**src/hw/ddr_sram_pkg.sv**
```systemverilog
// Constants, field layouts and carrier types shared by the burst SRAM write-side design.
// What this block does
// Second burst address inverts first address LSB.
// Powers up deselected with data outputs tristated.
// 18-bit, both selects low: write all bits.
// 18-bit, select 0 only: write bits 8..0.
// 18-bit, select 1 only: write bits 17..9.
// 18-bit, both selects high: write nothing.
// Selects sampled separately for each data beat.
// 36-bit, all selects low: write all bits.
// 36-bit, selects 0/1 gate lanes 0/1.
// 36-bit, select 2 gates bits 26..18.
// 36-bit, select 3 gates bits 35..27.
// 36-bit, all selects high: no update.
// Controller starts write with load, rw low.
// Beat one at next K, beat two at K-bar.
// Beat two with its mask goes to second address.
package ddr_sram_pkg;

    // Array geometry: a small flip-flop array stands in for the full core.
    localparam int ADDR_W   = 4;
    localparam int DEPTH    = 16;
    localparam int LANE_W   = 9;
    localparam int LANES    = 4;
    localparam int LANES_18 = 2;
    localparam int WORD_W   = LANE_W * LANES;

    // Reference clock.
    localparam int CLK_PERIOD_NS = 20;

    // AXI4-Lite register map, byte addresses.
    localparam int          AXI_ADDR_W   = 8;
    localparam logic [7:0]  CTRL_OFS     = 8'h00;
    localparam logic [7:0]  STATUS_OFS   = 8'h04;
    localparam logic [7:0]  PEEK_IDX_OFS = 8'h08;
    localparam logic [7:0]  PEEK_DAT_OFS = 8'h0C;
    localparam logic [1:0]  RESP_OKAY    = 2'h0;
    localparam logic [1:0]  RESP_SLVERR  = 2'h2;

    // Control register fields.
    localparam int          CTRL_ORG36_BIT = 0;
    localparam logic        CTRL_ORG36_RST = 1'b0;

    // Status register fields.
    localparam int          STAT_DESEL_BIT   = 0;
    localparam int          STAT_PEND2_BIT   = 1;
    localparam int          STAT_ORG36_BIT   = 2;
    localparam int          STAT_BEATS_LSB   = 8;
    localparam int          BEAT_CNT_W       = 16;

    // Pins driven by the memory controller.
    typedef struct packed {
        logic                k;
        logic                k_n;
        logic                transfer_load_n;
        logic                rw_n;
        logic [ADDR_W-1:0]   addr;
        logic [WORD_W-1:0]   d;
        logic [LANES-1:0]    byte_lane_write_select_n;
    } mem_pins_t;

    // One data beat headed for the array.
    typedef struct packed {
        logic [ADDR_W-1:0]   idx;
        logic [WORD_W-1:0]   data;
        logic [LANES-1:0]    sel_n;
    } beat_t;

    typedef enum logic {
        PH_IDLE,
        PH_SECOND
    } beat_phase_t;

endpackage

```
**src/hw/lane_merge.sv**
```systemverilog
// Byte-lane merge of one write beat into the stored word.
`timescale 1ns/1ps
`default_nettype none
module lane_merge
    import ddr_sram_pkg::*;
(
    // Mode and beat
    input  wire logic              org_36,
    input  wire beat_t             beat,
    // Array word
    input  wire logic [WORD_W-1:0] old_word,
    output logic      [WORD_W-1:0] new_word,
    output logic                   any_lane
);

    logic [LANES-1:0] lane_on;

    // In the 18-bit organisation the upper two selects do not exist, so their lanes never write.
    genvar g;
    generate
        for (g = 0; g < LANES; g++) begin : g_lane
            assign lane_on[g] = ~beat.sel_n[g] & (org_36 | (g < LANES_18));
            assign new_word[g*LANE_W +: LANE_W] = lane_on[g] ? beat.data[g*LANE_W +: LANE_W]
                                                             : old_word[g*LANE_W +: LANE_W];
        end
    endgenerate

    assign any_lane = |lane_on;

endmodule // lane_merge
`default_nettype wire

```
**src/hw/ddr_sram_write.sv**
```systemverilog
// Write side of the two-word burst SRAM with byte-lane masking and an AXI4-Lite view.
//
// The implementer's own choices: the AXI4-Lite interface to the registers and the address map.
`timescale 1ns/1ps
`default_nettype none
module ddr_sram_write
    import ddr_sram_pkg::*;
(
    // Clock and reset
    input  wire logic                  ref_clk,
    input  wire logic                  rst_n,
    // Memory controller pins
    input  wire mem_pins_t             pins,
    output logic                       dq_oe,
    // AXI4-Lite write address and data
    input  wire logic [AXI_ADDR_W-1:0] s_axi_awaddr,
    input  wire logic                  s_axi_awvalid,
    output logic                       s_axi_awready,
    input  wire logic [31:0]           s_axi_wdata,
    input  wire logic [3:0]            s_axi_wstrb,
    input  wire logic                  s_axi_wvalid,
    output logic                       s_axi_wready,
    // AXI4-Lite write response
    output logic [1:0]                 s_axi_bresp,
    output logic                       s_axi_bvalid,
    input  wire logic                  s_axi_bready,
    // AXI4-Lite read
    input  wire logic [AXI_ADDR_W-1:0] s_axi_araddr,
    input  wire logic                  s_axi_arvalid,
    output logic                       s_axi_arready,
    output logic [31:0]                s_axi_rdata,
    output logic [1:0]                 s_axi_rresp,
    output logic                       s_axi_rvalid,
    input  wire logic                  s_axi_rready
);

    function automatic logic reg_known(input logic [AXI_ADDR_W-1:0] a);
        reg_known = (a == CTRL_OFS) || (a == STATUS_OFS) ||
                    (a == PEEK_IDX_OFS) || (a == PEEK_DAT_OFS);
    endfunction

    // Reset release.
    logic rst_s1_r;
    logic rst_sync_n;
    always_ff @(posedge ref_clk or negedge rst_n) begin
        if (!rst_n) begin
            rst_s1_r   <= 1'b0;
            rst_sync_n <= 1'b0;
        end else begin
            rst_s1_r   <= 1'b1;
            rst_sync_n <= rst_s1_r;
        end
    end

    // Pin synchronisers; only the second stage and the edge history are read.
    mem_pins_t pin_s1_r;
    mem_pins_t pin_s2_r;
    logic      k_prev_r;
    logic      kn_prev_r;
    always_ff @(posedge ref_clk or negedge rst_sync_n) begin
        if (!rst_sync_n) begin
            // K-bar idles high, so its copies start high and no false rise follows reset.
            pin_s1_r  <= '{k_n: 1'b1, default: '0};
            pin_s2_r  <= '{k_n: 1'b1, default: '0};
            k_prev_r  <= 1'b0;
            kn_prev_r <= 1'b1;
        end else begin
            pin_s1_r  <= pins;
            pin_s2_r  <= pin_s1_r;
            k_prev_r  <= pin_s2_r.k;
            kn_prev_r <= pin_s2_r.k_n;
        end
    end

    wire k_rise   = pin_s2_r.k & ~k_prev_r;
    wire kn_rise  = pin_s2_r.k_n & ~kn_prev_r;
    // The controller opens a write with load and read/write both low at a K rise.
    wire wr_load  = k_rise & ~pin_s2_r.transfer_load_n & ~pin_s2_r.rw_n;
    wire any_load = k_rise & ~pin_s2_r.transfer_load_n;

    // Burst pipeline: stage A holds a loaded address awaiting its first beat,
    // stage B holds the burst awaiting its second beat on the K-bar rise.
    logic              a_valid_r;
    logic [ADDR_W-1:0] a_idx_r;
    beat_phase_t       phase_r;
    logic [ADDR_W-1:0] b_idx_r;
    logic              desel_r;
    logic              org36_r;

    wire beat0_go = k_rise & a_valid_r;
    wire beat1_go = kn_rise & (phase_r == PH_SECOND) & ~beat0_go;

    // Each beat carries the selects seen at its own edge.
    beat_t cur_beat;
    assign cur_beat.idx   = beat0_go ? a_idx_r : {b_idx_r[ADDR_W-1:1], ~b_idx_r[0]};
    assign cur_beat.data  = pin_s2_r.d;
    assign cur_beat.sel_n = pin_s2_r.byte_lane_write_select_n;

    wire beat_go = beat0_go | beat1_go;

    logic [WORD_W-1:0] mem_r [DEPTH];
    logic [WORD_W-1:0] merged;
    logic              lane_hit;

    lane_merge u_merge (
        .org_36   (org36_r),
        .beat     (cur_beat),
        .old_word (mem_r[cur_beat.idx]),
        .new_word (merged),
        .any_lane (lane_hit)
    );

    // A beat with every select high leaves the word untouched.
    always_ff @(posedge ref_clk) begin
        if (beat_go && lane_hit) begin
            mem_r[cur_beat.idx] <= merged;
        end
    end

    logic [BEAT_CNT_W-1:0] beats_r;
    always_ff @(posedge ref_clk or negedge rst_sync_n) begin
        if (!rst_sync_n) begin
            a_valid_r <= 1'b0;
            a_idx_r   <= '0;
            phase_r   <= PH_IDLE;
            b_idx_r   <= '0;
            desel_r   <= 1'b1;
            dq_oe     <= 1'b0;
            beats_r   <= '0;
        end else begin
            dq_oe <= 1'b0;
            if (k_rise) begin
                a_valid_r <= wr_load;
                a_idx_r   <= pin_s2_r.addr;
                desel_r   <= ~any_load;
            end
            if (beat0_go) begin
                phase_r <= PH_SECOND;
                b_idx_r <= a_idx_r;
            end else if (beat1_go) begin
                phase_r <= PH_IDLE;
            end
            if (beat_go) begin
                beats_r <= beats_r + 1'b1;
            end
        end
    end

    // Register bus: write channel.
    logic                  aw_got_r;
    logic                  w_got_r;
    logic [AXI_ADDR_W-1:0] awaddr_r;
    logic [31:0]           wdata_r;
    logic [3:0]            wstrb_r;
    logic [ADDR_W-1:0]     peek_idx_r;

    wire aw_take  = s_axi_awvalid & s_axi_awready;
    wire w_take   = s_axi_wvalid & s_axi_wready;
    wire wr_do    = aw_got_r & w_got_r & ~s_axi_bvalid;
    wire wr_known = reg_known(awaddr_r);

    always_ff @(posedge ref_clk or negedge rst_sync_n) begin
        if (!rst_sync_n) begin
            s_axi_awready <= 1'b1;
            s_axi_wready  <= 1'b1;
            s_axi_bvalid  <= 1'b0;
            s_axi_bresp   <= RESP_OKAY;
            aw_got_r      <= 1'b0;
            w_got_r       <= 1'b0;
            awaddr_r      <= '0;
            wdata_r       <= '0;
            wstrb_r       <= '0;
            org36_r       <= CTRL_ORG36_RST;
            peek_idx_r    <= '0;
        end else begin
            if (aw_take) begin
                aw_got_r      <= 1'b1;
                awaddr_r      <= s_axi_awaddr;
                s_axi_awready <= 1'b0;
            end
            if (w_take) begin
                w_got_r      <= 1'b1;
                wdata_r      <= s_axi_wdata;
                wstrb_r      <= s_axi_wstrb;
                s_axi_wready <= 1'b0;
            end
            if (wr_do) begin
                aw_got_r     <= 1'b0;
                w_got_r      <= 1'b0;
                s_axi_bvalid <= 1'b1;
                s_axi_bresp  <= wr_known ? RESP_OKAY : RESP_SLVERR;
                if (awaddr_r == CTRL_OFS && wstrb_r[0]) begin
                    org36_r <= wdata_r[CTRL_ORG36_BIT];
                end
                if (awaddr_r == PEEK_IDX_OFS && wstrb_r[0]) begin
                    peek_idx_r <= wdata_r[ADDR_W-1:0];
                end
            end
            if (s_axi_bvalid && s_axi_bready) begin
                s_axi_bvalid  <= 1'b0;
                s_axi_awready <= 1'b1;
                s_axi_wready  <= 1'b1;
            end
        end
    end

    // Register bus: read channel.
    logic [31:0] status_word;
    logic [31:0] rd_word;
    assign status_word = {{(32-STAT_BEATS_LSB-BEAT_CNT_W){1'b0}}, beats_r, 5'h00,
                          org36_r, phase_r == PH_SECOND, desel_r};
    assign rd_word = (s_axi_araddr == CTRL_OFS)     ? {31'h0, org36_r} :
                     (s_axi_araddr == STATUS_OFS)   ? status_word :
                     (s_axi_araddr == PEEK_IDX_OFS) ? {{(32-ADDR_W){1'b0}}, peek_idx_r} :
                     (s_axi_araddr == PEEK_DAT_OFS) ? mem_r[peek_idx_r][31:0] : 32'h0;

    always_ff @(posedge ref_clk or negedge rst_sync_n) begin
        if (!rst_sync_n) begin
            s_axi_arready <= 1'b1;
            s_axi_rvalid  <= 1'b0;
            s_axi_rdata   <= '0;
            s_axi_rresp   <= RESP_OKAY;
        end else if (s_axi_arvalid && s_axi_arready) begin
            s_axi_arready <= 1'b0;
            s_axi_rvalid  <= 1'b1;
            s_axi_rdata   <= rd_word;
            s_axi_rresp   <= reg_known(s_axi_araddr) ? RESP_OKAY : RESP_SLVERR;
        end else if (s_axi_rvalid && s_axi_rready) begin
            s_axi_rvalid  <= 1'b0;
            s_axi_arready <= 1'b1;
        end
    end

    // Helper state that only the checks below read.
    logic              chk_go_r;
    logic              chk_second_r;
    logic              chk_org_r;
    logic [ADDR_W-1:0] chk_idx_r;
    logic [WORD_W-1:0] chk_data_r;
    logic [WORD_W-1:0] chk_old_r;
    logic [LANES-1:0]  chk_sel_r;
    logic [ADDR_W-1:0] chk_first_r;
    always_ff @(posedge ref_clk or negedge rst_sync_n) begin
        if (!rst_sync_n) begin
            chk_go_r     <= 1'b0;
            chk_second_r <= 1'b0;
            chk_org_r    <= 1'b0;
            chk_idx_r    <= '0;
            chk_data_r   <= '0;
            chk_old_r    <= '0;
            chk_sel_r    <= '0;
            chk_first_r  <= '0;
        end else begin
            chk_go_r     <= beat_go;
            chk_second_r <= beat1_go;
            chk_org_r    <= org36_r;
            chk_idx_r    <= cur_beat.idx;
            chk_data_r   <= cur_beat.data;
            chk_old_r    <= mem_r[cur_beat.idx];
            chk_sel_r    <= cur_beat.sel_n;
            if (beat0_go) begin
                chk_first_r <= cur_beat.idx;
            end
        end
    end

    wire [WORD_W-1:0] chk_now = mem_r[chk_idx_r];

    chk_second_addr: assert property (@(posedge ref_clk) disable iff (!rst_sync_n)
        beat1_go |-> cur_beat.idx == {chk_first_r[ADDR_W-1:1], ~chk_first_r[0]})
        else $error("second burst address is not the first with its LSB inverted");
    chk_outputs_off: assert property (@(posedge ref_clk) disable iff (!rst_sync_n)
        desel_r && !k_rise |=> desel_r && !dq_oe)
        else $error("device left deselect or drove data without a load");
    chk_full_18: assert property (@(posedge ref_clk) disable iff (!rst_sync_n)
        chk_go_r && !chk_org_r && chk_sel_r[1:0] == 2'h0 |-> chk_now[17:0] == chk_data_r[17:0])
        else $error("18-bit full write did not store all bits");
    chk_low_18: assert property (@(posedge ref_clk) disable iff (!rst_sync_n)
        chk_go_r && !chk_org_r && chk_sel_r[1:0] == 2'h2
        |-> chk_now[8:0] == chk_data_r[8:0] && chk_now[17:9] == chk_old_r[17:9])
        else $error("18-bit low lane write disturbed the wrong bits");
    chk_high_18: assert property (@(posedge ref_clk) disable iff (!rst_sync_n)
        chk_go_r && !chk_org_r && chk_sel_r[1:0] == 2'h1
        |-> chk_now[17:9] == chk_data_r[17:9] && chk_now[8:0] == chk_old_r[8:0])
        else $error("18-bit high lane write disturbed the wrong bits");
    chk_none_18: assert property (@(posedge ref_clk) disable iff (!rst_sync_n)
        chk_go_r && !chk_org_r && chk_sel_r[1:0] == 2'h3 |-> chk_now[17:0] == chk_old_r[17:0])
        else $error("18-bit beat with no selects changed the word");
    chk_full_36: assert property (@(posedge ref_clk) disable iff (!rst_sync_n)
        chk_go_r && chk_org_r && chk_sel_r == 4'h0 |-> chk_now == chk_data_r)
        else $error("36-bit full write did not store all bits");
    chk_lanes_36: assert property (@(posedge ref_clk) disable iff (!rst_sync_n)
        chk_go_r && chk_org_r |-> (chk_now[8:0] == (chk_sel_r[0] ? chk_old_r[8:0] : chk_data_r[8:0]))
        && (chk_now[17:9] == (chk_sel_r[1] ? chk_old_r[17:9] : chk_data_r[17:9]))
        && (chk_now[26:18] == (chk_sel_r[2] ? chk_old_r[26:18] : chk_data_r[26:18]))
        && (chk_now[35:27] == (chk_sel_r[3] ? chk_old_r[35:27] : chk_data_r[35:27])))
        else $error("36-bit lane gating wrong");
    chk_none_36: assert property (@(posedge ref_clk) disable iff (!rst_sync_n)
        chk_go_r && chk_org_r && chk_sel_r == 4'hF |-> chk_now == chk_old_r)
        else $error("36-bit beat with no selects changed the word");
    chk_beat_order: assert property (@(posedge ref_clk) disable iff (!rst_sync_n)
        beat0_go |=> phase_r == PH_SECOND ##0 (!beat_go || beat1_go) [*1])
        else $error("first beat did not arm the second beat");
    chk_own_selects: assert property (@(posedge ref_clk) disable iff (!rst_sync_n)
        chk_second_r |-> chk_sel_r == $past(pin_s2_r.byte_lane_write_select_n))
        else $error("second beat used a stale select pattern");

endmodule // ddr_sram_write
`default_nettype wire

```
**config.mk**
```make
export PLATFORM = sky130hd
export DESIGN_NAME = ddr_sram_write
export DESIGN_NICKNAME = d
export VERILOG_FILES = /design/src/hw/ddr_sram_pkg.sv /design/src/hw/lane_merge.sv /design/src/hw/ddr_sram_write.sv
export SDC_FILE = /design/constraint.sdc
export NUM_CORES = 1
export LEC_CHECK = 0
export BUFFER_PORTS_ARGS = -buffer_cell sky130_fd_sc_hd__buf_4
export CORE_ASPECT_RATIO = 1.75
export CORE_MARGIN = 8
export CORE_UTILIZATION = 41
export DETAILED_ROUTE_END_ITERATION = 16
export GPL_TIMING_DRIVEN = 0
export HOLD_SLACK_MARGIN = 0.05
export PLACE_DENSITY = 0.65
export SYNTH_ARGS = -nofsm -noshare
export SYNTH_HDL_FRONTEND = slang
export SYNTH_SLANG_ARGS = --single-unit
```
**constraint.sdc**
```tcl
create_clock -name ref_clk -period 7.2 [get_ports ref_clk]
set_input_delay 1.44 -clock ref_clk [delete_from_list [all_inputs] [get_ports ref_clk]]
set_output_delay 1.44 -clock ref_clk [all_outputs]
set_load 0.005 [all_outputs]
```
## Yosys cells after proc, flatten, opt, wreduce, memory -nomap -nowiden

Memories as Yosys holds them, arrays and structs flattened.
Cells that the tools add are included.

- Memory bits (writable): 576
- Output and inout port bits: 42
- Register bits: 188
- Input port bits: 107
- Memories kept: 1
- Word-level logic and storage cells: 134

- Bitwise operators: 26
- Equality and inequality tests: 10
- Reductions and logical operators: 28
- Muxes and demuxes: 29
- Add/sub/neg operators: 1

Memories:

| memory | words | width | read ports | clocked after Yosys merged registers in | write ports | line | text |
|---|---|---|---|---|---|---|---|
| mem_r | 16 | 36 | 1 | 0 | 1 | ddr_sram_write.sv:101 | `logic [WORD_W-1:0] mem_r [DEPTH];` |

Operators with widths:

| kind | count |
|---|---|
| 32-bit 2-to-1 mux | 4 |
| 9-bit 2-to-1 mux | 4 |
| 8-bit by 4-bit == test with 1-bit output (second input constant) | 4 |
| 1-bit 2-to-1 mux | 18 |
| 16-bit by 1-bit adder with 16-bit output (second input constant) | 1 |
| 8-bit by 3-bit == test with 1-bit output (second input constant) | 2 |
| 8-bit zero test | 2 |
| 2-bit nonzero test | 7 |
| 1-bit bitwise AND | 13 |
| 1-bit inverter | 12 |
| 2-bit AND reduction | 6 |
| 1-bit logical AND | 6 |
| 1-bit logical OR | 6 |
| 2-bit 2-to-1 mux | 2 |
| 4-bit 2-to-1 mux | 1 |
| 1-bit != test (second input constant) | 4 |
| 4-bit OR reduction | 1 |
| 1-bit OR | 1 |

## Logic depth before layout (Yosys ltp)

- Word-level depth: 10
- Mapped depth: 8
- Gate-level depth less buffers: 5

## By module

From an unflattened synthesis, not the netlist that was laid out.

- Cell total of the unflattened synthesis: 1907
- Area, all modules: 32429.9 sq um

By module, submodules not included:

| module | cells each | area each (sq um) | times used | sequential area each (sq um) |
|---|---|---|---|---|
| ddr_sram_write | 1863 | 31896.8 | 1 | 21959.8 |
| lane_merge | 44 | 533.0 | 1 | 0.0 |

## Worst setup path after synthesis

OpenSTA, ideal clock, no wires.

- Kind: input to register
- From: input port s_axi_araddr[1]
- To: register s_axi_rdata[21]
- Data arrival time: 2.610 ns
- Path slack: 4.513 ns
- Required time: 7.123 ns
- Buffers on the path: 2
- Setup time: 0.077 ns
- Stages on the path: 6
- Cell sequence: nor4_2 and2_1 nand4_1 clkbuf_1 clkbuf_1 o21ai_1

- Cells in the longest elaborated chain, start to end: 5
- Elaborated cells on any way between the ends: 8
- Classes of those cells: 3 x eq/ne; 4 x mux; 1 x reduce/logical

RTL lines:

| what | line | text |
|---|---|---|
| from (decl) | ddr_sram_write.sv:28 | `input wire logic [AXI_ADDR_W-1:0] s_axi_araddr,` |
| 8-bit by 4-bit == test with 1-bit output | ddr_sram_write.sv:215 | `(s_axi_araddr == PEEK_DAT_OFS) ? mem_r[peek_idx_r][31:0] : 32'h0;` |
| 32-bit 2-to-1 mux | ddr_sram_write.sv:215 |  |
| 32-bit 2-to-1 mux | ddr_sram_write.sv:214 | `(s_axi_araddr == PEEK_IDX_OFS) ? {{(32-ADDR_W){1'b0}}, peek_idx_r} :` |
| 32-bit 2-to-1 mux | ddr_sram_write.sv:213 | `(s_axi_araddr == STATUS_OFS) ? status_word :` |
| 32-bit 2-to-1 mux (*) | ddr_sram_write.sv:212 | `assign rd_word = (s_axi_araddr == CTRL_OFS) ? {31'h0, org36_r} :` |
| to (signal assigned) | ddr_sram_write.sv:226 | `s_axi_rdata <= rd_word;` |
| to (decl) | ddr_sram_write.sv:31 | `output logic [31:0] s_axi_rdata,` |

Mark *: on every way between the ends. The rest lies on a longest branch, timed or not.
A chain may end at the register's enable or synchronous reset.

## Worst setup path in the final report

- From: register k_prev_r
- To: memory mem_r[7][0] (netlist name), enable pin

- Cells in the longest elaborated chain, start to end: 10
- Elaborated cells on any way between the ends: 11
- Classes of those cells: 3 x mux; 6 x bitwise; 2 x reduce/logical

RTL lines:

| what | line | text |
|---|---|---|
| from (decl) | ddr_sram_write.sv:58 | `logic k_prev_r;` |
| from (signal assigned) | ddr_sram_write.sv:70 | `k_prev_r <= pin_s2_r.k;` |
| 1-bit inverter (*) | ddr_sram_write.sv:75 | `wire k_rise = pin_s2_r.k & ~k_prev_r;` |
| 1-bit bitwise AND (*) | ddr_sram_write.sv:75 |  |
| 1-bit bitwise AND (*) | ddr_sram_write.sv:90 | `wire beat0_go = k_rise & a_valid_r;` |
| 1-bit inverter | ddr_sram_write.sv:91 | `wire beat1_go = kn_rise & (phase_r == PH_SECOND) & ~beat0_go;` |
| 1-bit bitwise AND | ddr_sram_write.sv:91 |  |
| 1-bit OR | ddr_sram_write.sv:99 | `wire beat_go = beat0_go \| beat1_go;` |
| 1-bit logical AND | ddr_sram_write.sv:115 | `if (beat_go && lane_hit) begin` |
| 1-bit 2-to-1 mux | ddr_sram_write.sv:115 |  |
| 1-bit 2-to-1 mux (not written as such) | ddr_sram_write.sv:116 | `mem_r[cur_beat.idx] <= merged;` |
| 2-bit AND reduction (no source line) | -- |  |
| to (decl) | ddr_sram_write.sv:101 |  |

Marked as above.

==> impl_metrics.csv <==
group,metric,value,unit
final_layout,layout.nets,1586,
worst_hold_path,min_path_type,"flop to asynchronous set/reset pin",
grt,grt_overflow_total,0,
worst_setup_path,cp-end-kind,"flop",
worst_setup_path,crit-reg2reg-launch,"k_prev_r$_DFF_PN0_",
drt,drtIter0Drc,1129,
final_layout,diodes,0,
clocking,htree_levels,2,
clocking,clk_pin_slew,0.07,ns
yosys,async_reset_ff_share,25.80,%
place,io_buffers,109,
drt,drc,0,
yosys,seq_area_frac_synth,76.58,%
yosys,netlist_area,25900,sq um
clocking,clockRootBuffer,"clkbuf_16",
grt,track_usage,17.45,%
yosys,syn_avg_cell_area,19.84,sq um
floorplanning,die_x,206.0,um
floorplanning,core_area,62890,sq um
place,dp_hpwl,43460,um
clocking,cts_setup_buffers,0,
power_and_ir_drop,p_leak,10.02,nW
worst_setup_path,path_cells,"nand3b_1, mux2i_1, nand3_1, nor2_1",
yosys,yosysUniqueCellTypes,58,
final_layout,postLayoutCoreUtil,47.23,%
drt,drt_wl_total,62540,um
status,status,"finished clean",
clocking,clkLatencyLatePin,0.60,ns
final_layout,fillers,5224,
yosys,synth_area_leaders,"edfxtp_1, dfrtp_1, mux4_2",
worst_setup_path,r2r_slack,3.65,ns
grt,grt_start_max_net_pins,74,
final_layout,syn2layout_area_growth,14.67,%
timing,fin_ws,3.649,ns
place,place_inst,2226,
timing,finClkSkew,0.01684,ns
drt,wire_per_inst,26.84,um
place,place_ws,3.488,ns
timing,rsz0062_at_grt,"false",
drt,vias_per_cell,5.425,
drt,dr.pass1.iters,5,
worst_setup_path,max_stage_delay,1.15,ns
worst_setup_path,cp_data_required_time,7.40,ns
grt,grt_pass1_wl,91430,um
clocking,cts_tree,"built",
clocking,hold_buffers,0,
floorplanning,fp.dieH,348.5,um
timing,final_hold_viol_count,0,
yosys,yosys.area.top_type,"edfxtp_1",
floorplanning,start_util,41.19,%
place,globalplace.congestion,0.8157,
floorplanning,io_pins,149,
clocking,cts_buffers,56,
yosys,synth_warnings,0,
final_layout,design_area,29710,sq um
yosys,synth_edf_count,512,
yosys,syn_inst,1306,
timing,tightest_slew,1.362,ns
yosys,synth_top_cell_area_share,59.35,%
clocking,cts.path.max_buffers,3,
worst_setup_path,cp_data_arrival_time,3.75,ns
yosys,synth-seq-cells,690,
yosys,yosys_most_used_dff,"edfxtp_1",
power_and_ir_drop,power.density,287.1,nW/um^2
job,drv_cap,0,
worst_setup_path,crit_type,"flop to flop",
power_and_ir_drop,peakVddDrop,172.0,uV
worst_setup_path,rr_endpoint,"mem_r[7][0]$_DFFE_PP_",
timing,slew_viol_final,0,
worst_setup_path,reg2reg_depth,4,
place,post_dp_cell_area,27810,sq um
clocking,cts_sinks,690,
floorplanning,rows,122,
worst_setup_path,worst-path-max-fanout,9,
timing,setup_viol,0,
timing,hold-worst-slack,0.3485,ns
floorplanning,die_area,71800,sq um
timing,period_share,49.32,%
worst_setup_path,crit_path_top_delay_cell,"nor2_1",
timing,maxSlewHeadroom,8.848,%
clocking,ctsResizeCount,0,
timing,min_period,3.551,ns
drt,via_count,12640,
timing,fmax,0.2816,GHz
drt,ant_nets,0,
worst_setup_path,startpoint_type,"flop",
grt,grt_pass1_vias,13790,
grt,antenna_found_initial,0,
final_layout,final_cells,2330,
final_layout,drive_gt1_share,27.49,%
==> sequential cells by signal (all words and copies together), names as in the netlist, 4 cells and up <==
register,flops
pin_s2_r,8
mem_r,512
awaddr_r,8
pin_s1_r,44
wdata_r,4
a_idx_r,4
s_axi_rdata,32
peek_idx_r,4
b_idx_r,4
beats_r,16
cur_beat,36
==> cell type report <==
| class | instances | area [sq um] | area share [%] |
|---|---|---|---|
| Timing Repair Buffer | 112 | 880.8 | 2.965 |
| Clock inverter | 28 | 259.0 | 0.8719 |
| Buffer | 67 | 384.1 | 1.293 |
| Tap cell | 806 | 1008 | 3.395 |
| Sequential cell | 690 | 19840 | 66.79 |
| Inverter | 11 | 41.29 | 0.1390 |
| Multi-Input combinational cell | 540 | 5649 | 19.02 |
| Clock buffer | 76 | 1642 | 5.526 |
==> power by group <==
part	switching [mW]	internal, mW	total, mW
clock network	1.42	1.75	3.17
registers	0.141	4.42	4.56
logic	0.446	0.358	0.804
==> layout by cell type (no fill, tap or decap), drive strengths merged, types with 6 or more instances in the layout <==
cell	n
a22o	24
a2bb2oi	18
buf	150
clkbuf	105
clkinv	16
clkinvlp	9
dfrtp	171
dfstp	7
edfxtp	512
inv	10
mux2	44
mux2i	45
mux4	126
nand2	51
nand2b	6
nand3	21
nor2	91
nor2b	10
o21ai	36
xnor2	6
xor2	9
==> metal layers <==
| layer | vias to the layer above | part of all wire [%] | global-route usage (%) | routed length, um |
|---|---|---|---|---|
| li1 | 5480 | - | - | - |
| met1 | 6643 | 35 | 18.80 | 21770 |
| met2 | 371 | 55 | 32.44 | 34670 |
| met3 | 147 | 4.0 | 2.228 | 2485 |
| met4 | 0 | 5.8 | 9.426 | 3619 |
| met5 | - | 0 | 0 | 0 |
==> how the worst max path moves through the flow <==
| stage | from | endpoint | slack, ns | cells after the start |
|---|---|---|---|---|
| 5_1_grt | k_prev_r$_DFF_PN0_ | mem_r[7][0]$_DFFE_PP_ | 3.60 | 4 |
| 3_5_place_dp | s_axi_arvalid | s_axi_rdata[28]$_DFFE_PN0P_ | 3.49 | 7 |
| 3_3_place_gp | rst_sync_n$_DFF_PN0_ | awaddr_r[1]$_DFFE_PN0P_ | -0.45 | 0 |
| 4_1_cts | k_prev_r$_DFF_PN0_ | mem_r[7][0]$_DFFE_PP_ | 3.66 | 4 |
| 6_report | k_prev_r$_DFF_PN0_ | mem_r[7][0]$_DFFE_PP_ | 3.65 | 4 |
| 2_1_floorplan | rst_sync_n$_DFF_PN0_ | a_idx_r[0]$_DFFE_PN0N_ | 1.89 | 0 |
==> cell families (layout without fill, tap and decap cells) <==
family,after synthesis,after routing,synth area share (%)
AOI/OAI and AO/OA,94,94,2.652
other,2,4,0.02899
buffers and inverters,78,294,1.642
and+or+nand+nor,211,211,3.767
xor gates and xnor gates,15,15,0.5072
muxes,215,215,14.77
adders and majority gates,1,1,0.04829
DFF,690,690,76.58
==> through the flow <==
| stage | TNS (ns) | power [mW] |
|---|---|---|
| after floorplan | 0 | 5.092 |
| after global placement | -63.83 | 5.425 |
| after detailed placement | 0 | 5.457 |
| after CTS | 0 | 8.586 |
| after global routing | 0 | 8.784 |
| final | 0 | 8.528 |
==> synth_stat cells (all sizes together) (10+ instances only) <==
cell type and instances:
mux4 126, nand2 51, edfxtp 512, o21ai 36, dfrtp 171, nor2 91
nor2b 10, nand3 21, mux2i 45, clkbuf 29, a22o 24, buf 38
a2bb2oi 18, mux2 44
==> critical path, delay by kind of cell, from the launching register on <==
family | cells | cell delay [ns]
flip-flops | 1 | 0.39
multiplexers | 1 | 0.63
AND/OR/NAND/NOR | 3 | 2.12
Power figures use the tool's default switching activity.
